<file path="src/design/tpp_pkg.sv">
package tpp_pkg;

  // ------------------------------------------------------------------
  // timing
  // ------------------------------------------------------------------
  localparam int unsigned CLK_HZ       = 25_000_000;
  localparam int unsigned UNIT_MS      = 20;
  localparam int unsigned UNIT_CYC     = CLK_HZ / 1000 * UNIT_MS;
  localparam int unsigned TICK_W       = 20;

  // ------------------------------------------------------------------
  // register indices, byte address is four times the index
  // ------------------------------------------------------------------
  localparam logic [7:0] IDX_CTRL      = 8'h20;
  localparam logic [7:0] IDX_FLAGS     = 8'h21;
  localparam logic [7:0] IDX_PERIOD    = 8'h22;
  localparam logic [7:0] IDX_XRAW      = 8'h24;
  localparam logic [7:0] IDX_YRAW      = 8'h26;
  localparam logic [7:0] IDX_XDOT      = 8'h28;
  localparam logic [7:0] IDX_YDOT      = 8'h2a;
  localparam logic [7:0] IDX_CALAX     = 8'h2c;
  localparam logic [7:0] IDX_CALAY     = 8'h2e;

  // ------------------------------------------------------------------
  // fields and reset values
  // ------------------------------------------------------------------
  localparam int unsigned CTRL_EN      = 0;
  localparam int unsigned CTRL_ONIE    = 1;
  localparam int unsigned CTRL_OFFIE   = 2;
  localparam int unsigned CTRL_REP     = 3;
  localparam int unsigned FLAG_ON      = 1;
  localparam int unsigned FLAG_OFF     = 2;
  localparam logic [3:0]  CTRL_RST     = 4'h0;
  localparam logic [7:0]  PERIOD_RST   = 8'h01;
  localparam logic [11:0] AGREE_TOL    = 12'h008;
  localparam logic [1:0]  AGREE_NEED   = 2'h3;

  typedef enum logic {
    ST_IDLE,
    ST_CONV
  } tpp_state_e;

  typedef struct packed {
    tpp_state_e      st;
    logic            sync1;
    logic            sync2;
    logic [TICK_W-1:0] tick;
    logic [2:0]      units;
    logic [3:0]      ctrl;
    logic            on_f;
    logic            off_f;
    logic [7:0]      period;
    logic [11:0]     xraw;
    logic [11:0]     yraw;
    logic [15:0]     xdot;
    logic [15:0]     ydot;
    logic [15:0]     cal_ax;
    logic [15:0]     cal_ay;
    logic [11:0]     prev_x;
    logic [11:0]     prev_y;
    logic [1:0]      agree;
    logic            contact;
    logic            conv_start;
    logic            irq;
    logic [31:0]     prdata;
  } tpp_state_s;

endpackage : tpp_pkg

</file>
<file path="src/design/tpp_top.sv">
// Function
// - pen arriving sets the on flag and latches raw and dot positions.
// - on event raises the interrupt only when its enable bit is one.
// - writing zero to a set on flag clears it.
// - pen leaving sets the off flag.
// - off event raises the interrupt only when its enable bit is one.
// - writing zero to a set off flag clears it; other writes keep it.
// - one-hot period byte bit n selects 20 ms times n plus one.
// - raw x is twelve bits, upper four bits read zero.
// - raw y is twelve bits, upper four bits read zero.
// - dot x is a sixteen-bit read-only value.
// - dot y is a sixteen-bit read-only value.
// - calibration point a x dot is read-write, resets to zero.
// - calibration point a y dot is read-write, resets to zero.
// - contact declared after three consecutive close samples.
// - sampling runs only while panel enable is one.
// - repeat enable re-raises on events each period during contact.
`timescale 1ns/1ns

module tpp_top #(
  parameter int unsigned UNIT_CYCLES = tpp_pkg::UNIT_CYC
) (
  input  wire logic        i_sys_clk,
  input  wire logic        i_nrst,
  input  wire logic        i_psel,
  input  wire logic        i_penable,
  input  wire logic        i_pwrite,
  input  wire logic [11:0] i_paddr,
  input  wire logic [31:0] i_pwdata,
  output logic      [31:0] o_prdata,
  output logic             o_pready,
  output logic             o_pslverr,
  input  wire logic        i_pen_contact,
  output logic             o_conv_start,
  input  wire logic        i_conv_done,
  input  wire logic [11:0] i_conv_x,
  input  wire logic [11:0] i_conv_y,
  input  wire logic [15:0] i_dot_x,
  input  wire logic [15:0] i_dot_y,
  output logic      [15:0] o_cal_a_x,
  output logic      [15:0] o_cal_a_y,
  output logic             o_irq
);

  // ------------------------------------------------------------------
  // helpers
  // ------------------------------------------------------------------
  function automatic logic is_mapped(
    input logic [11:0] addr
  );
    logic [7:0] idx;
    idx = addr[9:2];
    is_mapped = 1'b0;
    if (addr[11:10] == 2'h0 && addr[1:0] == 2'h0) begin
      case (idx)
        tpp_pkg::IDX_CTRL,
        tpp_pkg::IDX_FLAGS,
        tpp_pkg::IDX_PERIOD,
        tpp_pkg::IDX_XRAW,
        tpp_pkg::IDX_YRAW,
        tpp_pkg::IDX_XDOT,
        tpp_pkg::IDX_YDOT,
        tpp_pkg::IDX_CALAX,
        tpp_pkg::IDX_CALAY: is_mapped = 1'b1;
        default: is_mapped = 1'b0;
      endcase
    end
  endfunction : is_mapped

  function automatic logic is_close(
    input logic [11:0] a,
    input logic [11:0] b
  );
    logic [11:0] d;
    d = (a > b) ? (a - b) : (b - a);
    is_close = (d <= tpp_pkg::AGREE_TOL);
  endfunction : is_close

  // a flag drops only when it reads one and the host writes zero
  function automatic logic zero_clears(
    input logic cur,
    input logic wbit
  );
    zero_clears = cur & ~wbit;
  endfunction : zero_clears

  // lowest set bit wins, so a stray value still picks a period
  function automatic logic [2:0] period_index(
    input logic [7:0] sel
  );
    period_index = 3'h0;
    for (int i = 7; i >= 0; i--) begin
      if (sel[i]) begin
        period_index = 3'(i);
      end
    end
  endfunction : period_index

  // ------------------------------------------------------------------
  // state
  // ------------------------------------------------------------------
  localparam logic [tpp_pkg::TICK_W-1:0] TICK_LAST =
    tpp_pkg::TICK_W'(UNIT_CYCLES - 1);

  tpp_pkg::tpp_state_s s_r;
  tpp_pkg::tpp_state_s s_nxt;

  logic [7:0]  idx;
  logic        mapped;
  logic        setup_rd;
  logic        wr;
  logic        sample;
  logic [1:0]  agree_new;
  logic [31:0] rdata;

  assign idx      = i_paddr[9:2];
  assign mapped   = is_mapped(i_paddr);
  assign setup_rd = i_psel & ~i_penable & ~i_pwrite;
  assign wr       = i_psel & i_penable & i_pwrite & mapped;

  // ------------------------------------------------------------------
  // read mux
  // ------------------------------------------------------------------
  always_comb begin
    rdata = 32'h0000_0000;
    case (idx)
      tpp_pkg::IDX_CTRL: begin
        rdata[3:0] = s_r.ctrl;
      end
      tpp_pkg::IDX_FLAGS: begin
        rdata[tpp_pkg::FLAG_ON]  = s_r.on_f;
        rdata[tpp_pkg::FLAG_OFF] = s_r.off_f;
      end
      tpp_pkg::IDX_PERIOD: begin
        rdata[7:0] = s_r.period;
      end
      tpp_pkg::IDX_XRAW: begin
        rdata[11:0] = s_r.xraw;
      end
      tpp_pkg::IDX_YRAW: begin
        rdata[11:0] = s_r.yraw;
      end
      tpp_pkg::IDX_XDOT: begin
        rdata[15:0] = s_r.xdot;
      end
      tpp_pkg::IDX_YDOT: begin
        rdata[15:0] = s_r.ydot;
      end
      tpp_pkg::IDX_CALAX: begin
        rdata[15:0] = s_r.cal_ax;
      end
      tpp_pkg::IDX_CALAY: begin
        rdata[15:0] = s_r.cal_ay;
      end
      default: begin
        rdata = 32'h0000_0000;
      end
    endcase
  end

  // ------------------------------------------------------------------
  // next state
  // ------------------------------------------------------------------
  always_comb begin
    s_nxt = s_r;
    sample = 1'b0;
    agree_new = 2'h0;
    s_nxt.sync1 = i_pen_contact;
    s_nxt.sync2 = s_r.sync1;
    s_nxt.conv_start = 1'b0;

    // unmapped reads return zero even when the index alone decodes
    if (setup_rd) begin
      s_nxt.prdata = mapped ? rdata : 32'h0000_0000;
    end

    // register writes; hardware sets below take priority
    if (wr) begin
      case (idx)
        tpp_pkg::IDX_CTRL: begin
          s_nxt.ctrl = i_pwdata[3:0];
        end
        tpp_pkg::IDX_FLAGS: begin
          if (zero_clears(s_r.on_f, i_pwdata[tpp_pkg::FLAG_ON])) begin
            s_nxt.on_f = 1'b0;
          end
          if (zero_clears(s_r.off_f, i_pwdata[tpp_pkg::FLAG_OFF])) begin
            s_nxt.off_f = 1'b0;
          end
        end
        tpp_pkg::IDX_PERIOD: begin
          s_nxt.period = i_pwdata[7:0];
        end
        tpp_pkg::IDX_CALAX: begin
          s_nxt.cal_ax = i_pwdata[15:0];
        end
        tpp_pkg::IDX_CALAY: begin
          s_nxt.cal_ay = i_pwdata[15:0];
        end
        default: begin
          s_nxt.ctrl = s_nxt.ctrl;
        end
      endcase
    end

    if (!s_r.ctrl[tpp_pkg::CTRL_EN]) begin
      s_nxt.tick    = '0;
      s_nxt.units   = 3'h0;
      s_nxt.st      = tpp_pkg::ST_IDLE;
      s_nxt.agree   = 2'h0;
      s_nxt.contact = 1'b0;
    end else begin
      if (s_r.tick == TICK_LAST) begin
        s_nxt.tick = '0;
        if (s_r.units == period_index(s_r.period)) begin
          s_nxt.units = 3'h0;
          sample = 1'b1;
        end else begin
          s_nxt.units = s_r.units + 3'h1;
        end
      end else begin
        s_nxt.tick = s_r.tick + 1'b1;
      end

      case (s_r.st)
        tpp_pkg::ST_IDLE: begin
          if (sample) begin
            if (s_r.sync2) begin
              s_nxt.conv_start = 1'b1;
              s_nxt.st = tpp_pkg::ST_CONV;
            end else begin
              s_nxt.agree = 2'h0;
              if (s_r.contact) begin
                s_nxt.contact = 1'b0;
                s_nxt.off_f = 1'b1;
              end
            end
          end
        end
        tpp_pkg::ST_CONV: begin
          if (i_conv_done) begin
            s_nxt.st = tpp_pkg::ST_IDLE;
            s_nxt.prev_x = i_conv_x;
            s_nxt.prev_y = i_conv_y;
            if (s_r.agree != 2'h0 &&
                is_close(i_conv_x, s_r.prev_x) &&
                is_close(i_conv_y, s_r.prev_y)) begin
              if (s_r.agree == tpp_pkg::AGREE_NEED) begin
                agree_new = s_r.agree;
              end else begin
                agree_new = s_r.agree + 2'h1;
              end
            end else begin
              agree_new = 2'h1;
            end
            s_nxt.agree = agree_new;
            if (agree_new == tpp_pkg::AGREE_NEED) begin
              if (!s_r.contact || s_r.ctrl[tpp_pkg::CTRL_REP]) begin
                s_nxt.on_f = 1'b1;
                s_nxt.xraw = i_conv_x;
                s_nxt.yraw = i_conv_y;
                s_nxt.xdot = i_dot_x;
                s_nxt.ydot = i_dot_y;
              end
              s_nxt.contact = 1'b1;
            end
          end
        end
        default: begin
          s_nxt.st = tpp_pkg::ST_IDLE;
        end
      endcase
    end

    s_nxt.irq =
      (s_nxt.on_f & s_nxt.ctrl[tpp_pkg::CTRL_ONIE]) |
      (s_nxt.off_f & s_nxt.ctrl[tpp_pkg::CTRL_OFFIE]);
  end

  // ------------------------------------------------------------------
  // registers
  // ------------------------------------------------------------------
  always_ff @(posedge i_sys_clk or negedge i_nrst) begin
    if (!i_nrst) begin
      s_r            <= '0;
      s_r.st         <= tpp_pkg::ST_IDLE;
      s_r.ctrl       <= tpp_pkg::CTRL_RST;
      s_r.period     <= tpp_pkg::PERIOD_RST;
    end else begin
      s_r <= s_nxt;
    end
  end

  // ------------------------------------------------------------------
  // outputs
  // ------------------------------------------------------------------
  assign o_prdata     = s_r.prdata;
  assign o_pready     = 1'b1;
  assign o_pslverr    = i_psel & i_penable & ~mapped;
  assign o_conv_start = s_r.conv_start;
  assign o_cal_a_x    = s_r.cal_ax;
  assign o_cal_a_y    = s_r.cal_ay;
  assign o_irq        = s_r.irq;

endmodule : tpp_top

</file>
<file path="config.mk">
export PLATFORM = sky130hd
export DESIGN_NAME = tpp_top
export DESIGN_NICKNAME = d
export VERILOG_FILES = /design/src/design/tpp_pkg.sv /design/src/design/tpp_top.sv
export SDC_FILE = /design/constraint.sdc
export NUM_CORES = 1
export LEC_CHECK = 0
export BUFFER_PORTS_ARGS = -buffer_cell sky130_fd_sc_hd__buf_2
export CORE_ASPECT_RATIO = 1.2
export CORE_MARGIN = 5
export CORE_UTILIZATION = 28
export DETAILED_ROUTE_END_ITERATION = 10
export GPL_TIMING_DRIVEN = 0
export SLEW_MARGIN = 40
export SYNTH_ARGS = -nofsm -noshare
export SYNTH_HDL_FRONTEND = slang
export SYNTH_SLANG_ARGS = --single-unit
</file>
<file path="constraint.sdc">
create_clock -name i_sys_clk -period 8.3 [get_ports i_sys_clk]
set_input_delay 2.075 -clock i_sys_clk [delete_from_list [all_inputs] [get_ports i_sys_clk]]
set_output_delay 2.075 -clock i_sys_clk [all_outputs]
set_load 0.02 [all_outputs]
</file>
==> results of run 1 <==
## state kept, by name, indices dropped and copies added, names as in the netlist
signal        cells
s_r             122
o_prdata         16
s_nxt             1
o_cal_a_x        16
o_irq             1
o_cal_a_y        16
o_conv_start      1
## cells in the final DEF, fill, tap and decap left out, types with 17 or more instances in the layout
cell	Yosys	final
mux2_1	18	18
o21ai_0	70	70
nand2_1	90	90
inv_1	66	66
clkbuf_1	36	36
nand4_1	20	20
dfrtp_1	172	172
xnor2_1	17	17
buf_4	66	66
buf_2	8	147
mux2_2	87	87
nand3_1	26	26
clkbuf_16	0	17
conb_1	2	17
nor2_1	58	57
a21oi_1	48	48
ha_1	48	48
## cell type report
type                            instances  area [um2]  share of cell area
Inverter                               66         248              0.0198
Buffer                                113         697              0.0557
Tap cell                              474         593              0.0474
Timing Repair Buffer                  142         766              0.0612
Antenna cell                            3        7.51            0.000600
Sequential cell                       173        4330               0.346
Clock buffer                           18         439              0.0351
Multi-Input combinational cell        736        5270               0.421
Clock inverter                         14         169              0.0135
## power by group
| part | internal [mW] | switching (mW) | total, mW |
|---|---|---|---|
| Combinational | 0.0589 | 0.109 | 0.168 |
| Clock | 0.440 | 0.390 | 0.829 |
| Sequential | 0.843 | 0.000468 | 0.843 |
## cells by family after synthesis
logic type | share of synthesized area
buf+inv | 0.0902
mux | 0.124
simple gates | 0.138
flops | 0.414
xor+xnor | 0.0276
other cells | 0.000717
fa+ha+maj | 0.0574
compound gates | 0.149
## per-stage QoR
stage                     hold WS [ns]  cell area, um2  setup WS, ns
after floorplan                  0.331           10500          3.11
after detailed placement         0.335           11900          2.20
final                            0.352           12500          2.57
after global placement           0.337           11800          2.20
after CTS                        0.354           12500          2.61
after global routing             0.362           12500          2.33
## critical path, cell delays in order
cell and delay, ns:
buf_2 0.11, nor4b_1 0.58, nand2b_1 0.11, clkbuf_1 0.24
a21oi_1 0.31, nor2_1 0.08, buf_2 0.16
## Yosys cell counts, types with 17 or more instances
cell	number
mux2_1	18
clkbuf_1	36
ha_1	48
o21ai_0	70
a21oi_1	48
nor2_1	58
xnor2_1	17
dfrtp_1	172
nand4_1	20
nand3_1	26
inv_1	66
mux2_2	87
nand2_1	90
buf_4	66
## worst paths after layout
check	end	slack, ns	cells past startpoint
worst max-delay path	o_pslverr	2.57	7
worst min-delay path	s_r[186]	0.35	0
worst max register to register	s_r[108]	4.17	13
worst min register to register	s_r[186]	0.35	0
max in group asynchronous	s_r[149]	5.73	3
min in group asynchronous	o_irq	1.51	1
## layer usage
layer,wire length (um),track usage
met2,15700,0.259
met1,13400,0.185
met5,48,0
met4,690,0.0430
met3,1930,0.0402
==> metrics.md, run 1 <==
| Metric | Value |
|---|---|
| Outcome | complete, no violations |
| P&R area growth vs syn | 19.6% |
| Antenna violations before repair | 9 |
| Vias | 8,609 |
| GP Congestion | 0.880 |
| Die W | 187 um |
| Drt drc | 0 |
| Final worst path period share | 0.691 |
| Top cell type's share of synthesized area | 0.411 |
| WP data required | 6.23 ns |
| Clock Skews | 0.0179 ns |
| Slew Limit Fails | 0 |
| Starting Density | 0.284 |
| Grt ovf | 0 |
| Final setup vio count | 0 |
| Final wirelength | 31.7 mm |
| Global-route wire length before repair | 49.3 mm |
| CP Data Arrival Time | 3.66 ns |
| Total chip power | 1.84 mW |
| Syn avg cell area | 9.76 um2 |
| FMAX | 0.174 GHz |
| Synthesized area | 10,500 um2 |
| HP Start | s_nxt[186] |
| Cell Rows | 77 |
| Vias in the first global route | 8,614 |
| Hpwl dp | 24.8 mm |
| DIE HEIGHT | 222 um |
| CTS tree | yes |
| Rel. slew slack | 0.454 |
| Initial DRC count | 534 |
| Hold Path Class | reg2reg |
| RSZ-0062 raised after global routing | false |
| WL per Instance | 18.2 um |
| Ys Warns | 0 |
| Mapped Cells | 1,073 |
| Num CTS Buffers | 17 |
| CTS Sinks | 173 |
| # placed instances | 1,704 |
| Commonest register cell after synthesis | dfrtp_1 |
| Leakage | 6.10 nW |
| Largest net degree at the start of global routing | 73 |
| Reg clk slew, reported paths | 0.07 ns |
| Via-per-instance ratio | 4.95 |
| Ranking of synthesized cells by area | dfrtp_1, mux2_2, ha_1 |
| Cts repair resizes | 0 |
| CP startpoint kind | input port |
| # IOs | 175 |
| Non-Filler Instances | 1,739 |
| Count of state elements after synthesis | 173 |
| Clock root cell | clkbuf_16 |
| GR Util All Layers | 0.150 |
| Sequential element share of the synthesized area | 0.414 |
| Max-Cap Viols | 0 |
| Final min period | 5.73 ns |
| CTS Hold Bufs | 0 |
| Start point of the critical path | i_paddr[6] |
| Maximum vdd drop | 0.147 mV |
| Nets@finish | 1,404 |
| Port bufs | 140 |
| Share of cells above drive strength 1 | 0.281 |
| Count of final hold-check violations | 0 |
| Total negative slack | 0 ns |
| Final core occ | 0.339 |
| Post-synth EDFFs | 0 |
| Final ANT Viol Nets | 0 |
| Worst r2r src | s_r[54] |
| Clk_lat worst skew | 0.45 ns |
| Drt first pass iters | 5 |
| DIE AREA | 41,400 um2 |
| CP endpoint kind | primary output |
| CP max FO | 8 |
| Yosys top cell by area | dfrtp_1 |
| Max Buffers Root-to-Sink | 2 |
| Post-CTS Setup Inserts | 0 |
| Power per Cell Area | 147 nW/um2 |
| Setup CP Type | in2out |
| Synth unique cells | 73 |
| Asr flop ratio synth | 1.00 |
| Worst-Margin Slew | 0.819 ns |
| H-Tree Level Count | 4 |
| Core footprint | 36,900 um2 |
| Layout fillers | 3,803 |
(Power assumes the default switching activity.)
==> run 2, diff against run 1 <==
--- a/config.mk
+++ b/config.mk
@@ -5,6 +5,7 @@
 export SDC_FILE = /design/constraint.sdc
 export NUM_CORES = 1
 export LEC_CHECK = 0
+export ABC_AREA = 1
 export BUFFER_PORTS_ARGS = -buffer_cell sky130_fd_sc_hd__buf_2
 export CORE_ASPECT_RATIO = 1.2
 export CORE_MARGIN = 5
==> constraint.sdc (replaced) <==
create_clock -name i_sys_clk -period 6 [get_ports i_sys_clk]
set_input_delay 1.5 -clock i_sys_clk [delete_from_list [all_inputs] [get_ports i_sys_clk]]
set_output_delay 1.5 -clock i_sys_clk [all_outputs]
set_load 0.02 [all_outputs]
==> run 2 against run 1 <==
Net effect: setup slack lost 0.63 ns; via count grew 20%; count of clock-buffer cells in the layout grew 1; critical endpoint unchanged; largest power group unchanged.
==> metrics.md, run 2 <==
| Metric | Value |
|---|---|
| Outcome | complete, no violations |
| FMAX | 0.246 GHz |
| Max Buffers Root-to-Sink | 2 |
| WP data required | 4.50 ns |
| # IOs | 175 |
| Share of cells above drive strength 1 | 0.163 |
| Post-CTS Setup Inserts | 0 |
| Layout fillers | 4,122 |
| Commonest cells after routing, fill and taps aside | nand2_1, inv_1, dfrtp_1 |
| Die W | 191 um |
| H-Tree Level Count | 4 |
| Leakage | 6.98 nW |
| Cell Rows | 79 |
| Multi-input gate area | 4990 um2 |
| CTS tree | yes |
| Ys Warns | 0 |
| Reg clk slew, reported paths | 0.07 ns |
| Nets@finish | 1,870 |
| Drt first pass iters | 5 |
| Reg with most FFs | s_r |
| GR Util All Layers | 0.158 |
| Worst Setup EP | o_pslverr |
| Count leader, synth | nand2_1 |
| HP Start | s_nxt[186] |
| Antenna violations before repair | 4 |
| Core footprint | 38,800 um2 |
| Clock Skews | 0.0152 ns |
| DIE AREA | 43,500 um2 |
| CTS Hold Bufs | 0 |
| Post-synth EDFFs | 0 |
| DIE HEIGHT | 227 um |
| Largest register FFs | 122 |
| Max-Cap Viols | 0 |
| Setup CP Type | in2out |
| Num CTS Buffers | 17 |
| GP Congestion | 0.900 |
| Via-per-instance ratio | 4.56 |
| Rel. slew slack | 0.511 |
| Worst-Margin Slew | 0.733 ns |
| Final setup vio count | 0 |
| Reg2reg path depth | 18 |
| Maximum vdd drop | 0.188 mV |
| Starting Density | 0.284 |
| Clock root cell | clkbuf_16 |
| Worst r2r src | s_r[57] |
| CP max FO | 3 |
| Total negative slack | 0 ns |
| Vias | 10,293 |
| CP endpoint kind | primary output |
| Asr flop ratio synth | 1.00 |
| Commonest register cell after synthesis | dfrtp_1 |
| Drt drc | 0 |
| Yosys top cell by area | dfrtp_1 |
| Cts repair resizes | 0 |
| Hold Path Class | reg2reg |
| Post-synth top cells | nand2_1, inv_1, dfrtp_1 |
| Clk_lat worst skew | 0.44 ns |
| CP startpoint kind | input port |
| Grt ovf | 0 |
| CTS Sinks | 173 |
| Slew Limit Fails | 0 |
| Most common cell after layout, fill and taps aside | nand2_1 |
| Initial DRC count | 858 |
| Synthesized area | 11,000 um2 |
| Count of state elements after synthesis | 173 |
| Final wirelength | 34.5 mm |
| Synth unique cells | 43 |
| Largest net degree at the start of global routing | 68 |
| Global-route wire length before repair | 54.4 mm |
| Storage element area | 4330 um2 |
| P&R area growth vs syn | 18.8% |
| RSZ-0062 raised after global routing | false |
| WL per Instance | 15.3 um |
| Setup slack, reg-to-reg | 2.88 ns |
| Mapped Cells | 1,538 |
| Final min period | 4.06 ns |
| Ranking of synthesized cells by area | dfrtp_1, nand2_1, inv_1 |
| Count of final hold-check violations | 0 |
| Final worst path period share | 0.677 |
| Syn avg cell area | 7.17 um2 |
| CP Data Arrival Time | 2.56 ns |
| Start point of the critical path | i_paddr[11] |
| Power per Cell Area | 230 nW/um2 |
| Worst R2R End | s_r[106] |
| Hpwl dp | 28.0 mm |
| Top cell type's share of synthesized area | 0.390 |
| Final ANT Viol Nets | 0 |
| Final core occ | 0.337 |
| Vias in the first global route | 10,267 |
| Port bufs | 141 |
| Sequential element share of the synthesized area | 0.393 |
run 2: changes by cell type in the layout (fill, tap and decap cells not counted), sizes merged, moves of 16 or more:
cell   before  now
nand3      26   73
inv        74  299
a22oi      16    0
mux2      105    2
o22ai       7   25
nand2      90  430
nor2       58   92
o21ai      73  156
run 2: cells by family after synthesis:
| logic type | Yosys count | synth area share |
|---|---|---|
| AOI/OAI and AO/OA | 260 | 0.136 |
| xor gates and xnor gates | 11 | 0.00874 |
| adders and majority gates | 48 | 0.0545 |
| buffers and inverters | 390 | 0.160 |
| DFF | 173 | 0.393 |
| muxes | 2 | 0.00204 |
| other | 2 | 0.000681 |
| and+or+nand+nor | 652 | 0.245 |
run 2: per-layer routing:
layer | vias up | GRT usage | routed length, um
met3 | 39 | 0.0258 | 1530
met5 | - | 0 | 33
met2 | 243 | 0.284 | 17700
met1 | 4863 | 0.196 | 14700
met4 | 6 | 0.0426 | 556
li1 | 5142 | - | -
run 2: where the power goes:
group	internal, mW	switching [mW]
Combinational	0.230	0.451
Clock	0.570	0.535
Sequential	1.20	0.0237
run 2: per-stage QoR:
stage	hold WS, ns	instance area [um2]	power [mW]	worst slack [ns]	cells
detailed placement	0.342	12500	1.92	1.58	2222
floorplan	0.331	11100	1.71	2.30	1553
global placement	0.338	12400	1.91	0.477	2220
global route	0.376	13100	3.18	1.72	2255
CTS	0.358	13100	3.04	1.94	2254
finish	0.355	13100	3.01	1.94	2257
run 2: layout make-up:
class / count / area share
diodes: 3 / 0.000573
plain buffers: 99 / 0.0516
clock buffers: 19 / 0.0346
clock inverters: 13 / 0.00917
inverters: 291 / 0.0834
multi-input cells: 990 / 0.381
flip-flops and latches: 173 / 0.331
well taps: 526 / 0.0502
repair buffers: 143 / 0.0588
run 2: worst min-delay path by stage:
| stage | cells past startpoint | to | slack, ns |
|---|---|---|---|
| after global routing | 0 | s_r[186] | 0.38 |
| final | 0 | s_r[186] | 0.36 |
| after CTS | 0 | s_r[186] | 0.36 |
| after detailed placement | 0 | s_r[186] | 0.34 |
| after global placement | 0 | s_r[186] | 0.34 |
| after floorplan | 0 | s_r[186] | 0.33 |
run 2: critical path: stages:
cell      delay, ns
buf_2          0.09
nor4_1         0.44
o211ai_1       0.15
inv_1          0.17
nor2_1         0.05
buf_2          0.15
==> run 3, diff against run 2 <==
--- a/config.mk
+++ b/config.mk
@@ -5,7 +5,7 @@
 export SDC_FILE = /design/constraint.sdc
 export NUM_CORES = 1
 export LEC_CHECK = 0
-export ABC_AREA = 1
+export ABC_AREA = 0
 export BUFFER_PORTS_ARGS = -buffer_cell sky130_fd_sc_hd__buf_2
 export CORE_ASPECT_RATIO = 1.2
 export CORE_MARGIN = 5
==> constraint.sdc (replaced) <==
create_clock -name i_sys_clk -period 3.89 [get_ports i_sys_clk]
set_input_delay 0.9725 -clock i_sys_clk [delete_from_list [all_inputs] [get_ports i_sys_clk]]
set_output_delay 0.9725 -clock i_sys_clk [all_outputs]
set_load 0.02 [all_outputs]
==> run 3 against run 2 <==
Net effect: combinational power decreased by 38%; largest cell class unchanged; worst hold slack gained 0.0046 ns; critical path type is now in2reg; first-iteration DRC count is 32% lower.
==> metrics.md, run 3 (same netlist as run 1, synthesis figures left out) <==
| Metric | Value |
|---|---|
| Outcome | complete, no violations |
| Clk_lat worst skew | 0.45 ns |
| Placed cell areas | 12,000 um2 |
| CTS Sinks | 173 |
| Largest register FFs | 122 |
| Drt drc | 0 |
| Nets@finish | 1,423 |
| Num CTS Buffers | 17 |
| Hpwl dp | 24.9 mm |
| Share of cells above drive strength 1 | 0.343 |
| Vias | 8,761 |
| Final wirelength | 32.5 mm |
| Final worst path period share | 0.985 |
| Starting Density | 0.284 |
| FMAX | 0.261 GHz |
| CP endpoint kind | flop |
| Final min period | 3.83 ns |
| DIE HEIGHT | 222 um |
| Max-Cap Viols | 0 |
| Power per Cell Area | 306 nW/um2 |
| # IOs | 175 |
| Max Buffers Root-to-Sink | 2 |
| Post-route cell area | 13,200 um2 |
| CP max FO | 7 |
| Leakage | 6.31 nW |
| Antenna violations before repair | 10 |
| Final ANT Viol Nets | 0 |
| Vias in the first global route | 8,624 |
| DIE AREA | 41,400 um2 |
| Setup CP Type | in2reg |
| Clock Skews | 0.0155 ns |
| Rel. slew slack | 0.522 |
| Maximum vdd drop | 0.296 mV |
| Grt ovf | 0 |
| P&R area growth vs syn | 26.3% |
| Total negative slack | 0 ns |
| Die W | 187 um |
| Count of final hold-check violations | 0 |
| WP data required | 4.21 ns |
| Final setup vio count | 0 |
| # placed instances | 1,704 |
| Cell Rows | 77 |
| H-Tree Level Count | 4 |
| Core footprint | 36,900 um2 |
| Drt first pass iters | 7 |
| Most common cell after layout, fill and taps aside | dfrtp_1 |
| Global-route wire length before repair | 50.1 mm |
| Final core occ | 0.358 |
| WL per Instance | 18.5 um |
| GR Util All Layers | 0.152 |
| CP startpoint kind | input port |
| CTS tree | yes |
| Initial DRC count | 582 |
| Reg clk slew, reported paths | 0.08 ns |
| Port bufs | 140 |
| Commonest cells after routing, fill and taps aside | dfrtp_1, buf_2, buf_4 |
| Non-Filler Instances | 1,759 |
| Worst-Margin Slew | 0.712 ns |
| Reg with most FFs | s_r |
| GP Congestion | 0.872 |
| Clock root cell | clkbuf_16 |
| Hold Path Class | reg2reg |
| RSZ-0062 raised after global routing | true |
| CTS Hold Bufs | 0 |
| CP Data Arrival Time | 4.16 ns |
| Slew Limit Fails | 0 |
| Largest net degree at the start of global routing | 76 |
| Via-per-instance ratio | 4.98 |
-- run 3: cell count changes in the layout (fill, tap and decap cells not counted), moves of 18 or more --
cell,change
nand2_1,-342
nor2_1,-34
mux2_1,+18
o21ai_0,-35
buf_4,+23
inv_1,-228
o22ai_1,-19
o21ai_1,-43
nand3_1,-47
mux2_2,+84
-- run 3: stage by stage --
stage | hold slack [ns] | total power [mW] | setup WS (ns)
after global placement | 0.339 | 2.19 | -1.09
after floorplan | 0.331 | 2.03 | 0.000598
after global routing | 0.371 | 4.21 | -0.0537
after CTS | 0.359 | 4.05 | 0.00327
final | 0.360 | 4.05 | 0.0596
after detailed placement | 0.340 | 2.20 | -0.935
-- run 3: final cells by class --
class                           instances  area [um2]
Fill cell                            3709       23700
Multi-Input combinational cell        736        5620
Sequential cell                       173        4330
Timing Repair Buffer                  165        1000
Buffer                                109         793
Tap cell                              474         593
Clock buffer                           17         425
Inverter                               66         248
Clock inverter                         15         199
Antenna cell                            4        10.0
-- run 3: critical path, stage by stage --
cell,delay (ns)
buf_4,0.14
inv_2,0.06
ha_4,0.29
buf_8,0.11
and3b_1,0.18
a221oi_2,0.18
nand4_1,0.18
a2111oi_4,0.37
o211ai_1,0.14
nand4b_1,0.27
o21a_1,0.20
nor4_4,0.26
buf_4,0.18
buf_12,0.14
clkbuf_16,0.15
mux2_1,0.31
-- run 3: routing by layer --
layer  track usage  part of all wire  vias up
li1              -                 -     4152
met1         0.186              0.42     4268
met2         0.259              0.49      277
met3        0.0413             0.061       54
met4        0.0498             0.026       10
met5             0            0.0022        -
-- run 3: final timing paths --
| kind | start | end | slack [ns] | cells past startpoint |
|---|---|---|---|---|
| min in group asynchronous | i_nrst | s_r[54] | 0.42 | 1 |
| hold reg to reg | s_nxt[186] | s_r[186] | 0.36 | 0 |
| hold / removal | s_nxt[186] | s_r[186] | 0.36 | 0 |
| setup / recovery | i_conv_x[4] | s_r[142] | 0.06 | 16 |
| setup reg to reg | s_r[53] | s_r[142] | 0.33 | 14 |
| max in group asynchronous | i_nrst | o_prdata[4] | 2.74 | 2 |
-- run 3: repair_timing --
| item | 4_1_cts | 5_1_grt |
|---|---|---|
| buffers inserted | 8 | 12 |
| gates resized for setup | 36 | 75 |
| endpoints found under the setup margin | 58 | 67 |
| pin swaps | 11 | 27 |
| gates cloned | 0 | 2 |
-- run 3: where the power goes --
| part | total [mW] | switching, mW | internal [mW] |
|---|---|---|---|
| clock | 1.83 | 0.846 | 0.987 |
| combinational | 0.420 | 0.257 | 0.164 |
| sequential | 1.80 | 0.00115 | 1.80 |
| total | 4.05 | 1.10 | 2.95 |
